<file path="src/logic/frfr_pkg.sv">
// Constants shared by the floppy rate and data-port register block
package frfr_pkg;
  localparam logic [2:0] ADDR_RATE_PRECOMP  = 3'h4;
  localparam logic [2:0] ADDR_DATA_PORT     = 3'h5;
  localparam logic [2:0] ADDR_INPUT_STATUS  = 3'h7;
  localparam logic [2:0] ADDR_RATE_SELECT   = 3'h7;
  localparam logic [2:0] ADDR_MAIN_STATUS   = 3'h4;
  localparam logic [2:0] ADDR_BUF_CONFIG    = 3'h0;
  localparam logic [2:0] ADDR_MODE_CONFIG   = 3'h1;
  localparam logic [2:0] ADDR_PRECOMP_TRACK = 3'h2;
  localparam logic [2:0] ADDR_PHASE         = 3'h3;

  localparam int SWRESET_BIT  = 7;
  localparam int LOWPOWER_BIT = 6;
  localparam int PRECOMP_HI   = 4;
  localparam int PRECOMP_LO   = 2;
  localparam int BUF_DISABLE_BIT = 5;
  localparam int BUF_LOCK_BIT    = 4;
  localparam int BURST_BIT       = 0;
  localparam int RD_BUF_OFF_BIT  = 1;
  localparam int WR_BUF_OFF_BIT  = 2;
  localparam int ALT_MODE_BIT    = 3;
  localparam int FM_BIT          = 4;

  localparam logic [7:0] RATE_PRECOMP_RST = 8'h02;
  localparam logic [1:0] RATE_RST         = 2'h2;
  localparam logic [3:0] BUFFER_THRESHOLD_RST       = 4'h0;
  localparam logic [7:0] PRE_TRACK_RST    = 8'h00;

  localparam logic [1:0] RATE_1M   = 2'h3;
  localparam logic [1:0] RATE_500K = 2'h0;
  localparam logic [1:0] RATE_300K = 2'h1;
  localparam logic [1:0] RATE_250K = 2'h2;

  localparam logic [2:0] PRECOMP_ZERO    = 3'h7;
  localparam logic [2:0] PRECOMP_DEFAULT = 3'h0;
  localparam logic [2:0] PRECOMP_STEP1   = 3'h1;
  localparam logic [2:0] PRECOMP_STEP3   = 3'h3;

  localparam int CLK_MHZ      = 250;
  localparam int GAP_NS       = 350;
  localparam int GAP_CYCLES   = (GAP_NS * CLK_MHZ + 999) / 1000;
  localparam int BUF_DEPTH    = 16;

  typedef enum logic [1:0]
  {
    FRFR_PH_COMMAND   = 2'b00,
    FRFR_PH_EXECUTION = 2'b01,
    FRFR_PH_RESULT    = 2'b10
  } frfr_phase_e;

  typedef enum logic [1:0]
  {
    FRFR_REQ_IDLE  = 2'b00,
    FRFR_REQ_ON    = 2'b01,
    FRFR_REQ_GAP   = 2'b10
  } frfr_req_e;
endpackage : frfr_pkg

</file>
<file path="src/logic/frfr_regs.sv">
// Rate, precompensation, data port and diagnostic input registers
//
// The address map and the address-and-strobe port were left to the implementer.
`timescale 1ns/1ns
// What this block does
// - Last rate register write sets data rate
// - Rate/precomp keeps on soft reset, 02h hard
// - Bit 7 pulses controller reset, self-clears
// - Bit 6 enters manual low power
// - Soft reset or port access leaves low power
// - Bits 4:2 pick precompensation delay code
// - Default delay depends on data rate
// - Precompensation starts at track 0, programmable
// - Two bits encode rate; FM 11 illegal
// - Rate-only register: keeps soft, 250k hard
// - Buffer used only in execution phase
// - Soft reset keeps locked buffer enable
// - Hard reset: buffer off, threshold zero
// - Burst request holds until burst done
// - Non-burst request drops 350 ns between
// - Buffering disabled separately for reads, writes
// - Input status bit 7 shows disk changed
// - Compatible mode drives bits 6:0 as zero
// - Alternate mode: 6:3 ones, 2:1 rate
// - Alternate bit 0 high for slow rates
// - Config bit zero enables, one disables buffer
// - Threshold 0-15, kept under lock
module frfr_regs
#(
  parameter int GAP_COUNT = frfr_pkg::GAP_CYCLES
)
(
  input  wire logic       clk,             // 250 MHz clock
  input  wire logic       reset_n,         // Hardware reset, async active low
  input  wire logic [2:0] addr,            // Register address
  input  wire logic [7:0] wrData,          // Write data
  input  wire logic       wrStrobe,        // Write strobe
  input  wire logic       rdStrobe,        // Read strobe
  input  wire logic       cfgSpace,        // Selects internal config registers
  input  wire logic       diskChangedIn,   // Disk changed drive input
  input  wire logic       dorReset,        // Digital output reset request
  input  wire logic       xferDone,        // Core finished one buffer burst
  input  wire logic       byteWanted,      // Core has a byte to move
  input  wire logic       xferIsRead,      // Execution transfer is a disk read
  input  wire logic [7:0] mainStatusIn,    // Main status value from the core
  input  wire logic [7:0] coreDataIn,      // Result or read byte from the core
  output logic [7:0]      rdData,          // Read data, cycle after strobe
  output logic            rdDataOe_n,      // Low while read data driven
  output logic [7:0]      portData,        // Byte written to data port
  output logic            portWrite,       // Data port write pulse
  output logic            softReset,       // Controller reset pulse
  output logic            lowPower,        // Oscillator and separator off
  output logic [1:0]      rateSelect,      // Active data rate code
  output logic [2:0]      precompCode,     // Resolved precompensation code
  output logic [7:0]      precompTrack,    // First precompensated track
  output logic            bufferActive,    // Buffer in use for transfer
  output logic [3:0]      bufferThreshold, // Effective threshold
  output logic            transferRequest, // DMA or interrupt request
  output logic            rateIllegal      // FM with 1 Mbps code
);

  logic [7:0] ratePrecomp_ff;
  logic [1:0] rate_ff;
  logic       lowPower_ff;
  logic       softReset_ff;
  logic       bufDisable_ff;
  logic       bufLock_ff;
  logic [3:0] buffer_threshold_ff;
  logic [4:0] modeCfg_ff;
  logic [7:0] preTrack_ff;
  logic [1:0] phase_ff;
  logic [7:0] rdData_ff;
  logic       rdOe_ff;
  logic [7:0] portData_ff;
  logic       portWrite_ff;
  logic [2:0] precomp_ff;
  logic       bufActive_ff;
  logic [3:0] effThresh_ff;
  logic       illegal_ff;
  frfr_pkg::frfr_req_e reqState_ff;
  logic [15:0] gapCount_ff;

  logic wrRate;
  logic wrRateOnly;
  logic portAccess;
  logic msrRead;
  logic swReset;
  logic portWr;
  logic cfgWrBuf;
  logic cfgWrMode;
  logic cfgWrTrack;
  logic cfgWrPhase;
  logic reqOn_ff;
  frfr_pkg::frfr_req_e nxt_reqState;
  logic [15:0]         nxt_gapCount;

  function automatic logic [2:0] resolvePrecomp(input logic [2:0] code, input logic [1:0] rate);
    if (code != frfr_pkg::PRECOMP_DEFAULT)
      resolvePrecomp = code;
    else if (rate == frfr_pkg::RATE_1M)
      resolvePrecomp = frfr_pkg::PRECOMP_STEP1;
    else
      resolvePrecomp = frfr_pkg::PRECOMP_STEP3;
  endfunction : resolvePrecomp

  // Device and config space share addresses, so every decode also checks the space select
  function automatic logic regHit(input logic       strobe,
                                  input logic       inCfg,
                                  input logic       wantCfg,
                                  input logic [2:0] at,
                                  input logic [2:0] want);
    regHit = strobe && inCfg == wantCfg && at == want;
  endfunction : regHit

  assign wrRate     = regHit(wrStrobe, cfgSpace, 1'b0, addr, frfr_pkg::ADDR_RATE_PRECOMP);
  assign wrRateOnly = regHit(wrStrobe, cfgSpace, 1'b0, addr, frfr_pkg::ADDR_RATE_SELECT);
  assign portAccess = regHit(wrStrobe || rdStrobe, cfgSpace, 1'b0, addr,
                             frfr_pkg::ADDR_DATA_PORT);
  assign msrRead    = regHit(rdStrobe, cfgSpace, 1'b0, addr, frfr_pkg::ADDR_MAIN_STATUS);
  assign portWr     = regHit(wrStrobe, cfgSpace, 1'b0, addr, frfr_pkg::ADDR_DATA_PORT);
  assign cfgWrBuf   = regHit(wrStrobe, cfgSpace, 1'b1, addr, frfr_pkg::ADDR_BUF_CONFIG);
  assign cfgWrMode  = regHit(wrStrobe, cfgSpace, 1'b1, addr, frfr_pkg::ADDR_MODE_CONFIG);
  assign cfgWrTrack = regHit(wrStrobe, cfgSpace, 1'b1, addr, frfr_pkg::ADDR_PRECOMP_TRACK);
  assign cfgWrPhase = regHit(wrStrobe, cfgSpace, 1'b1, addr, frfr_pkg::ADDR_PHASE);
  // Soft reset from either source acts one cycle after the write
  assign swReset    = softReset_ff;

  // Rate/precomp register: untouched by soft reset
  always_ff @(posedge clk or negedge reset_n)
  begin
    if (!reset_n)
      ratePrecomp_ff <= frfr_pkg::RATE_PRECOMP_RST;
    else if (wrRate)
      ratePrecomp_ff <= {2'h0, wrData[5:0]};
  end

  // Whichever rate register was written last wins
  always_ff @(posedge clk or negedge reset_n)
  begin
    if (!reset_n)
      rate_ff <= frfr_pkg::RATE_RST;
    else if (wrRate || wrRateOnly)
      rate_ff <= wrData[1:0];
  end

  // One-cycle pulse, so the reset bit clears itself with no stored state
  always_ff @(posedge clk or negedge reset_n)
  begin
    if (!reset_n)
      softReset_ff <= 1'b0;
    else
      softReset_ff <= (wrRate && wrData[frfr_pkg::SWRESET_BIT]) || dorReset;
  end

  // A same-cycle low-power write wins over any waking access or soft reset
  always_ff @(posedge clk or negedge reset_n)
  begin
    if (!reset_n)
      lowPower_ff <= 1'b0;
    else if (wrRate && wrData[frfr_pkg::LOWPOWER_BIT])
      lowPower_ff <= 1'b1;
    else if (swReset || portAccess || msrRead)
      lowPower_ff <= 1'b0;
  end

  // Configuration state: buffer enable, lock, threshold, mode, start track
  always_ff @(posedge clk or negedge reset_n)
  begin
    if (!reset_n)
    begin
      bufDisable_ff <= 1'b1;
      buffer_threshold_ff     <= frfr_pkg::BUFFER_THRESHOLD_RST;
      bufLock_ff    <= 1'b0;
      modeCfg_ff    <= 5'h00;
      preTrack_ff   <= frfr_pkg::PRE_TRACK_RST;
    end
    else if (cfgWrBuf)
    begin
      bufDisable_ff <= wrData[frfr_pkg::BUF_DISABLE_BIT];
      bufLock_ff    <= wrData[frfr_pkg::BUF_LOCK_BIT];
      buffer_threshold_ff     <= wrData[3:0];
    end
    else if (cfgWrMode)
      modeCfg_ff <= wrData[4:0];
    else if (cfgWrTrack)
      preTrack_ff <= wrData;
    else if (swReset && !bufLock_ff)
    begin
      bufDisable_ff <= 1'b1;
      buffer_threshold_ff     <= frfr_pkg::BUFFER_THRESHOLD_RST;
    end
  end

  // Soft reset always drops back to the command phase
  always_ff @(posedge clk or negedge reset_n)
  begin
    if (!reset_n)
      phase_ff <= frfr_pkg::FRFR_PH_COMMAND;
    else if (swReset)
      phase_ff <= frfr_pkg::FRFR_PH_COMMAND;
    else if (cfgWrPhase)
      phase_ff <= wrData[1:0];
  end

  // Buffer only serves execution phase and when this direction allows it
  always_ff @(posedge clk or negedge reset_n)
  begin
    if (!reset_n)
    begin
      bufActive_ff <= 1'b0;
      effThresh_ff <= 4'h0;
    end
    else
    begin
      bufActive_ff <= !bufDisable_ff && phase_ff == frfr_pkg::FRFR_PH_EXECUTION
                      && !(xferIsRead ? modeCfg_ff[frfr_pkg::RD_BUF_OFF_BIT]
                                      : modeCfg_ff[frfr_pkg::WR_BUF_OFF_BIT]);
      // Disabled buffer counts as zero threshold for the service window
      effThresh_ff <= bufDisable_ff ? 4'h0 : buffer_threshold_ff;
    end
  end

  // Resolved two cycles after the write, so the drive never sees a half-written code
  always_ff @(posedge clk or negedge reset_n)
  begin
    if (!reset_n)
    begin
      precomp_ff <= frfr_pkg::PRECOMP_STEP3;
      illegal_ff <= 1'b0;
    end
    else
    begin
      precomp_ff <= resolvePrecomp(ratePrecomp_ff[frfr_pkg::PRECOMP_HI:frfr_pkg::PRECOMP_LO],
                                   rate_ff);
      illegal_ff <= modeCfg_ff[frfr_pkg::FM_BIT] && rate_ff == frfr_pkg::RATE_1M;
    end
  end

  // Request sequencer: burst holds, non-burst inserts a quiet gap per byte
  always_comb
  begin
    nxt_reqState = reqState_ff;
    nxt_gapCount = gapCount_ff;
    if (swReset)
    begin
      nxt_reqState = frfr_pkg::FRFR_REQ_IDLE;
      nxt_gapCount = 16'h0000;
    end
    else
    begin
      case (reqState_ff)
        frfr_pkg::FRFR_REQ_IDLE:
          if (byteWanted)
            nxt_reqState = frfr_pkg::FRFR_REQ_ON;
        frfr_pkg::FRFR_REQ_ON:
          if (modeCfg_ff[frfr_pkg::BURST_BIT])
          begin
            if (xferDone)
              nxt_reqState = frfr_pkg::FRFR_REQ_IDLE;
          end
          else if (portAccess)
          begin
            // Count starts one short: the cycle entering the gap is already quiet
            nxt_reqState = frfr_pkg::FRFR_REQ_GAP;
            nxt_gapCount = 16'(GAP_COUNT - 1);
          end
        frfr_pkg::FRFR_REQ_GAP:
          if (gapCount_ff == 16'h0000)
            nxt_reqState = byteWanted ? frfr_pkg::FRFR_REQ_ON : frfr_pkg::FRFR_REQ_IDLE;
          else
            nxt_gapCount = gapCount_ff - 16'h0001;
        default:
          nxt_reqState = frfr_pkg::FRFR_REQ_IDLE;
      endcase
    end
  end

  // Request pin is a flop of its own, so the host never sees a decode glitch
  always_ff @(posedge clk or negedge reset_n)
  begin
    if (!reset_n)
    begin
      reqState_ff <= frfr_pkg::FRFR_REQ_IDLE;
      gapCount_ff <= 16'h0000;
      reqOn_ff    <= 1'b0;
    end
    else
    begin
      reqState_ff <= nxt_reqState;
      gapCount_ff <= nxt_gapCount;
      reqOn_ff    <= nxt_reqState == frfr_pkg::FRFR_REQ_ON;
    end
  end

  // Read mux; compatible-mode input status drives bits 6:0 as zero
  always_ff @(posedge clk or negedge reset_n)
  begin
    if (!reset_n)
    begin
      rdData_ff <= 8'h00;
      rdOe_ff   <= 1'b1;
    end
    else if (rdStrobe && cfgSpace)
    begin
      rdOe_ff <= 1'b0;
      if (addr == frfr_pkg::ADDR_BUF_CONFIG)
        rdData_ff <= {2'h0, bufDisable_ff, bufLock_ff, buffer_threshold_ff};
      else if (addr == frfr_pkg::ADDR_MODE_CONFIG)
        rdData_ff <= {3'h0, modeCfg_ff};
      else if (addr == frfr_pkg::ADDR_PRECOMP_TRACK)
        rdData_ff <= preTrack_ff;
      else if (addr == frfr_pkg::ADDR_PHASE)
        rdData_ff <= {6'h00, phase_ff};
      else
        rdData_ff <= {lowPower_ff, illegal_ff, bufActive_ff, precomp_ff, rate_ff};
    end
    else if (rdStrobe && addr == frfr_pkg::ADDR_INPUT_STATUS)
    begin
      rdOe_ff <= 1'b0;
      if (modeCfg_ff[frfr_pkg::ALT_MODE_BIT])
        rdData_ff <= {diskChangedIn, 4'hf, rate_ff,
                      rate_ff == frfr_pkg::RATE_300K || rate_ff == frfr_pkg::RATE_250K};
      else
        rdData_ff <= {diskChangedIn, 7'h00};
    end
    else if (rdStrobe && addr == frfr_pkg::ADDR_MAIN_STATUS)
    begin
      rdOe_ff   <= 1'b0;
      rdData_ff <= mainStatusIn;
    end
    else if (rdStrobe && addr == frfr_pkg::ADDR_DATA_PORT)
    begin
      rdOe_ff   <= 1'b0;
      rdData_ff <= coreDataIn;
    end
    else
    begin
      rdOe_ff   <= 1'b1;
      rdData_ff <= 8'h00;
    end
  end

  // Core picks the byte up one cycle after the host's write
  always_ff @(posedge clk or negedge reset_n)
  begin
    if (!reset_n)
    begin
      portData_ff  <= 8'h00;
      portWrite_ff <= 1'b0;
    end
    else
    begin
      portWrite_ff <= portWr;
      if (portWr)
        portData_ff <= wrData;
    end
  end

  assign rdData          = rdData_ff;
  assign rdDataOe_n      = rdOe_ff;
  assign portData        = portData_ff;
  assign portWrite       = portWrite_ff;
  assign softReset       = softReset_ff;
  assign lowPower        = lowPower_ff;
  assign rateSelect      = rate_ff;
  assign precompCode     = precomp_ff;
  assign precompTrack    = preTrack_ff;
  assign bufferActive    = bufActive_ff;
  assign bufferThreshold = effThresh_ff;
  assign transferRequest = reqOn_ff;
  assign rateIllegal     = illegal_ff;

endmodule : frfr_regs

</file>
<file path="config.mk">
export PLATFORM = sky130hd
export DESIGN_NAME = frfr_regs
export DESIGN_NICKNAME = d
export VERILOG_FILES = /design/src/logic/frfr_pkg.sv /design/src/logic/frfr_regs.sv
export SDC_FILE = /design/constraint.sdc
export NUM_CORES = 1
export LEC_CHECK = 0
export BUFFER_PORTS_ARGS = -buffer_cell sky130_fd_sc_hd__clkbuf_2
export CAP_MARGIN = 5
export CORE_UTILIZATION = 60
export CTS_BUF_LIST = sky130_fd_sc_hd__clkbuf_8
export DETAILED_ROUTE_END_ITERATION = 10
export PLACE_DENSITY_LB_ADDON = 0.1
export SLEW_MARGIN = 20
export SYNTH_ARGS = -nofsm -noshare
export SYNTH_HDL_FRONTEND = slang
export SYNTH_SLANG_ARGS = --single-unit
export TNS_END_PERCENT = 1
</file>
<file path="constraint.sdc">
create_clock -name clk -period 2.6 [get_ports clk]
set_clock_uncertainty 0.1 [all_clocks]
set_input_delay 0.13 -clock clk [delete_from_list [all_inputs] [get_ports clk]]
set_output_delay 0.13 -clock clk [all_outputs]
set_load 0.005 [all_outputs]
</file>
==> run_results.csv <==
group,metric,value,unit
drt,routedWlPerCell,17.9,um
place,gp_congestion,0.912,
setup_path,critPathKind,"reg -> reg",
sta,grt_setup_unrepaired,"false",
synthesis,synth.area.top_cells,"dfrtp_1 (46%), mux2_2 (9.9%), dfstp_2 (3.5%)",
clock_network,cts_buffers,9,
drt,ant_nets,0,
pwr,power_density,611,nW/um2
drt,drt_iter0_markers,241,
synthesis,synth_enable_flop_cells,0,
floorplanning,start_util,62.7,%
final_layout,seqCellArea,1860,um2
synthesis,async_flop_share,100,%
floorplanning,die_h,81.1,um
clock_network,cts_root_buf,"clkbuf_8",
job,max_cap_violations,0,
floorplanning,core_area,5990,um2
clock_network,ctsResizeCount,0,
sta,worst_pin_slew,0.920,ns
drt,wl,8880,um
sta,fin_crit,2.21,ns
setup_path,critPathCaptureType,"register",
global_routing,gr-usage-met3,3.60,%
sta,final-setup-viol-count,0,
setup_path,path_buf_inv,1,
place,dp_hpwl,6280,um
sta,max_freq,453,MHz
sta,tns,0,ns
sta,hold_violations,0,
synthesis,yosysTopAreaCell,"dfrtp_1",
setup_path,required,2.74,ns
global_routing,grt_max_degree,75,
setup_path,cp_slowest_stage_delay,0.47,ns
sta,relSlewSlack,38.7,%
final_layout,area_growth,19.1,%
synthesis,yosys.area.top_type_share,45.9,%
drt,vias,3098,
synthesis,netlist_area,3760,um2
floorplanning,num_rows,28,
floorplanning,design.die.area,6580,um2
final_layout,n_fill_cell,416,
global_routing,grt_pass1_vias,2799,
place,port_buffers,76,
worst_hold_path,min_path_type,"in -> reg",
synthesis,ys_ff_latch,74,
synthesis,syn_avg_cell_area,11.4,um2
floorplanning,die_w,81.1,um
global_routing,antenna_found_initial,0,
synthesis,ys.flop_type,"dfrtp_1",
drt,dr.pass1.iters,5,
pwr,leakage,0.00208,uW
drt,viasPerCell,6.25,
place,dp.cells,468,
clock_network,cts_tree,"yes",
final_layout,nets,455,
synthesis,postSynthCellCount,331,
synthesis,syn-num-nets,370,
clock_network,clk_latency,0.35,ns
setup_path,worst-path-max-fanout,13,
final_layout,multiInputGateArea,1770,um2
global_routing,use_met2,41.5,%
synthesis,post-synth-top-count-cell,"dfrtp_1",
clock_network,cts_setup_buffers,0,
setup_path,crit_arrival,2.35,ns
setup_path,path_cells,"inv_1, ha_1, nor3b_4, and4_1, o21ai_2, o2111a_1",
clock_network,h-tree-depth,3,
final_layout,antennaDiodeCount,0,
global_routing,busiest_layer,"met1",
final_layout,final_cell_count_no_fill,496,
floorplanning,ioPinCount,77,
clock_network,clock_sinks,74,
setup_path,crit_path_top_delay_cell,"nor3b_4",
synthesis,synth_common_cells,"dfrtp_1 (69), mux2_2 (33), nand2_1 (18), a21oi_1 (15)",
status,outcome,"finished clean",
clock_network,clk_pin_slew,0.09,ns
pwr,vdd_drop_max,0.490,mV
synthesis,yosysSeqAreaShare,49.4,%
sta,fin_crit_sh,84.8,%
global_routing,grt_pass1_wl,14200,um
clock_network,cts_max_path_buffers,2,
sta,holdWs,0.0196,ns
final_layout,drive_gt1_share,35.6,%
synthesis,synth_cell_type_count,64,
setup_path,crit_family,"simple AND/OR/NAND/NOR gates",
global_routing,overflow,0,
drt,drc,0,
setup_path,critPathLaunchType,"register",
clock_network,hold_buffers,12,
sta,drv_slew,0,
global_routing,grtUsageTotal,29.2,%
global_routing,use_met1,46.2,%
synthesis,ys_warn_count,0,
## metrics by stage
| stage | util [%] | cell area, um2 | setup WS [ns] | total power [uW] |
|---|---|---|---|---|
| after floorplan | - | 3760 | 0.865 | 1660 |
| after detailed placement | 69.6 | 4170 | 0.438 | 1900 |
| after global routing | 74.7 | 4480 | 0.222 | 2860 |
| after global placement | 69.6 | 4170 | 0.479 | 1870 |
| final | 74.7 | 4480 | 0.395 | 2740 |
| after CTS | 74.7 | 4480 | 0.410 | 2740 |
## final cells by class
| class | instances | area share (%) |
|---|---|---|
| multi-input combinational | 230 | 39.6 |
| clock inverter | 7 | 1.37 |
| sequential | 74 | 41.5 |
| inverter | 9 | 0.755 |
| clock buffer | 9 | 2.77 |
| tap | 75 | 2.10 |
| timing repair buffer | 92 | 11.9 |
## report_power, final
group          switching (uW)  internal [uW]  leakage [uW]  total (uW)
clock network             481            364     0.0000888         845
registers                 113           1300      0.000958        1410
logic                     225            255       0.00104         480
## state kept, by name, summed over array words and instances (netlist names), 2 cells and up
register,cells
precompTrack,8
reqState_ff,2
bufferThreshold,4
modeCfg_ff,5
rdData,8
precompCode,3
portData,8
phase_ff,2
rateSelect,2
ratePrecomp_ff,3
gapCount_ff,16
buffer_threshold_ff,4
## routing by layer
metal / up-vias / wire length (um)
met2: 150 / 3860
met1: 1500 / 4250
met3: 15 / 637
met4: 0 / 136
met5: - / 0
li1: 1433 / -
## layout by cell type (no fill, tap or decap), drive strengths merged, types with 3 or more instances in the layout
cell type / synthesis / final
a211oi: 6 / 6
a21oi: 15 / 15
a22o: 6 / 6
a22oi: 5 / 5
a311oi: 3 / 3
and2: 3 / 3
and3: 3 / 3
buf: 12 / 5
clkbuf: 6 / 84
dfrtp: 69 / 69
dfstp: 5 / 5
dlygate4sd3: 0 / 12
inv: 9 / 13
mux2: 33 / 33
mux2i: 10 / 10
nand2: 18 / 18
nand2b: 6 / 6
nand3: 9 / 9
nand4: 9 / 9
nor2: 13 / 13
nor2b: 11 / 11
nor3: 9 / 9
nor3b: 4 / 4
nor4: 6 / 6
o211ai: 3 / 3
o21ai: 13 / 13
o2bb2ai: 5 / 5
o311ai: 3 / 3
or4: 4 / 4
## worst paths after layout
| check | cells past startpoint | end | startpoint | slack [ns] |
|---|---|---|---|---|
| max reg2reg | 6 | gapCount_ff[4] | gapCount_ff[0] | 0.39 |
| min | 2 | precompTrack[4] | wrData[4] | 0.02 |
| min in group asynchronous | 2 | gapCount_ff[0] | reset_n | 0.33 |
| max in group asynchronous | 2 | precompTrack[0] | reset_n | 1.44 |
| min reg2reg | 0 | precompCode[2] | ratePrecomp_ff[4] | 0.34 |
| max | 6 | gapCount_ff[4] | gapCount_ff[0] | 0.39 |
## cells by family after synthesis
family | Yosys count | share of synthesized area, %
fa+ha+maj | 2 | 0.666
mux | 45 | 13.7
simple gates | 105 | 17.6
compound gates | 78 | 15.2
flops | 74 | 49.4
buf+inv | 27 | 3.40
(Power assumes the default switching activity.)
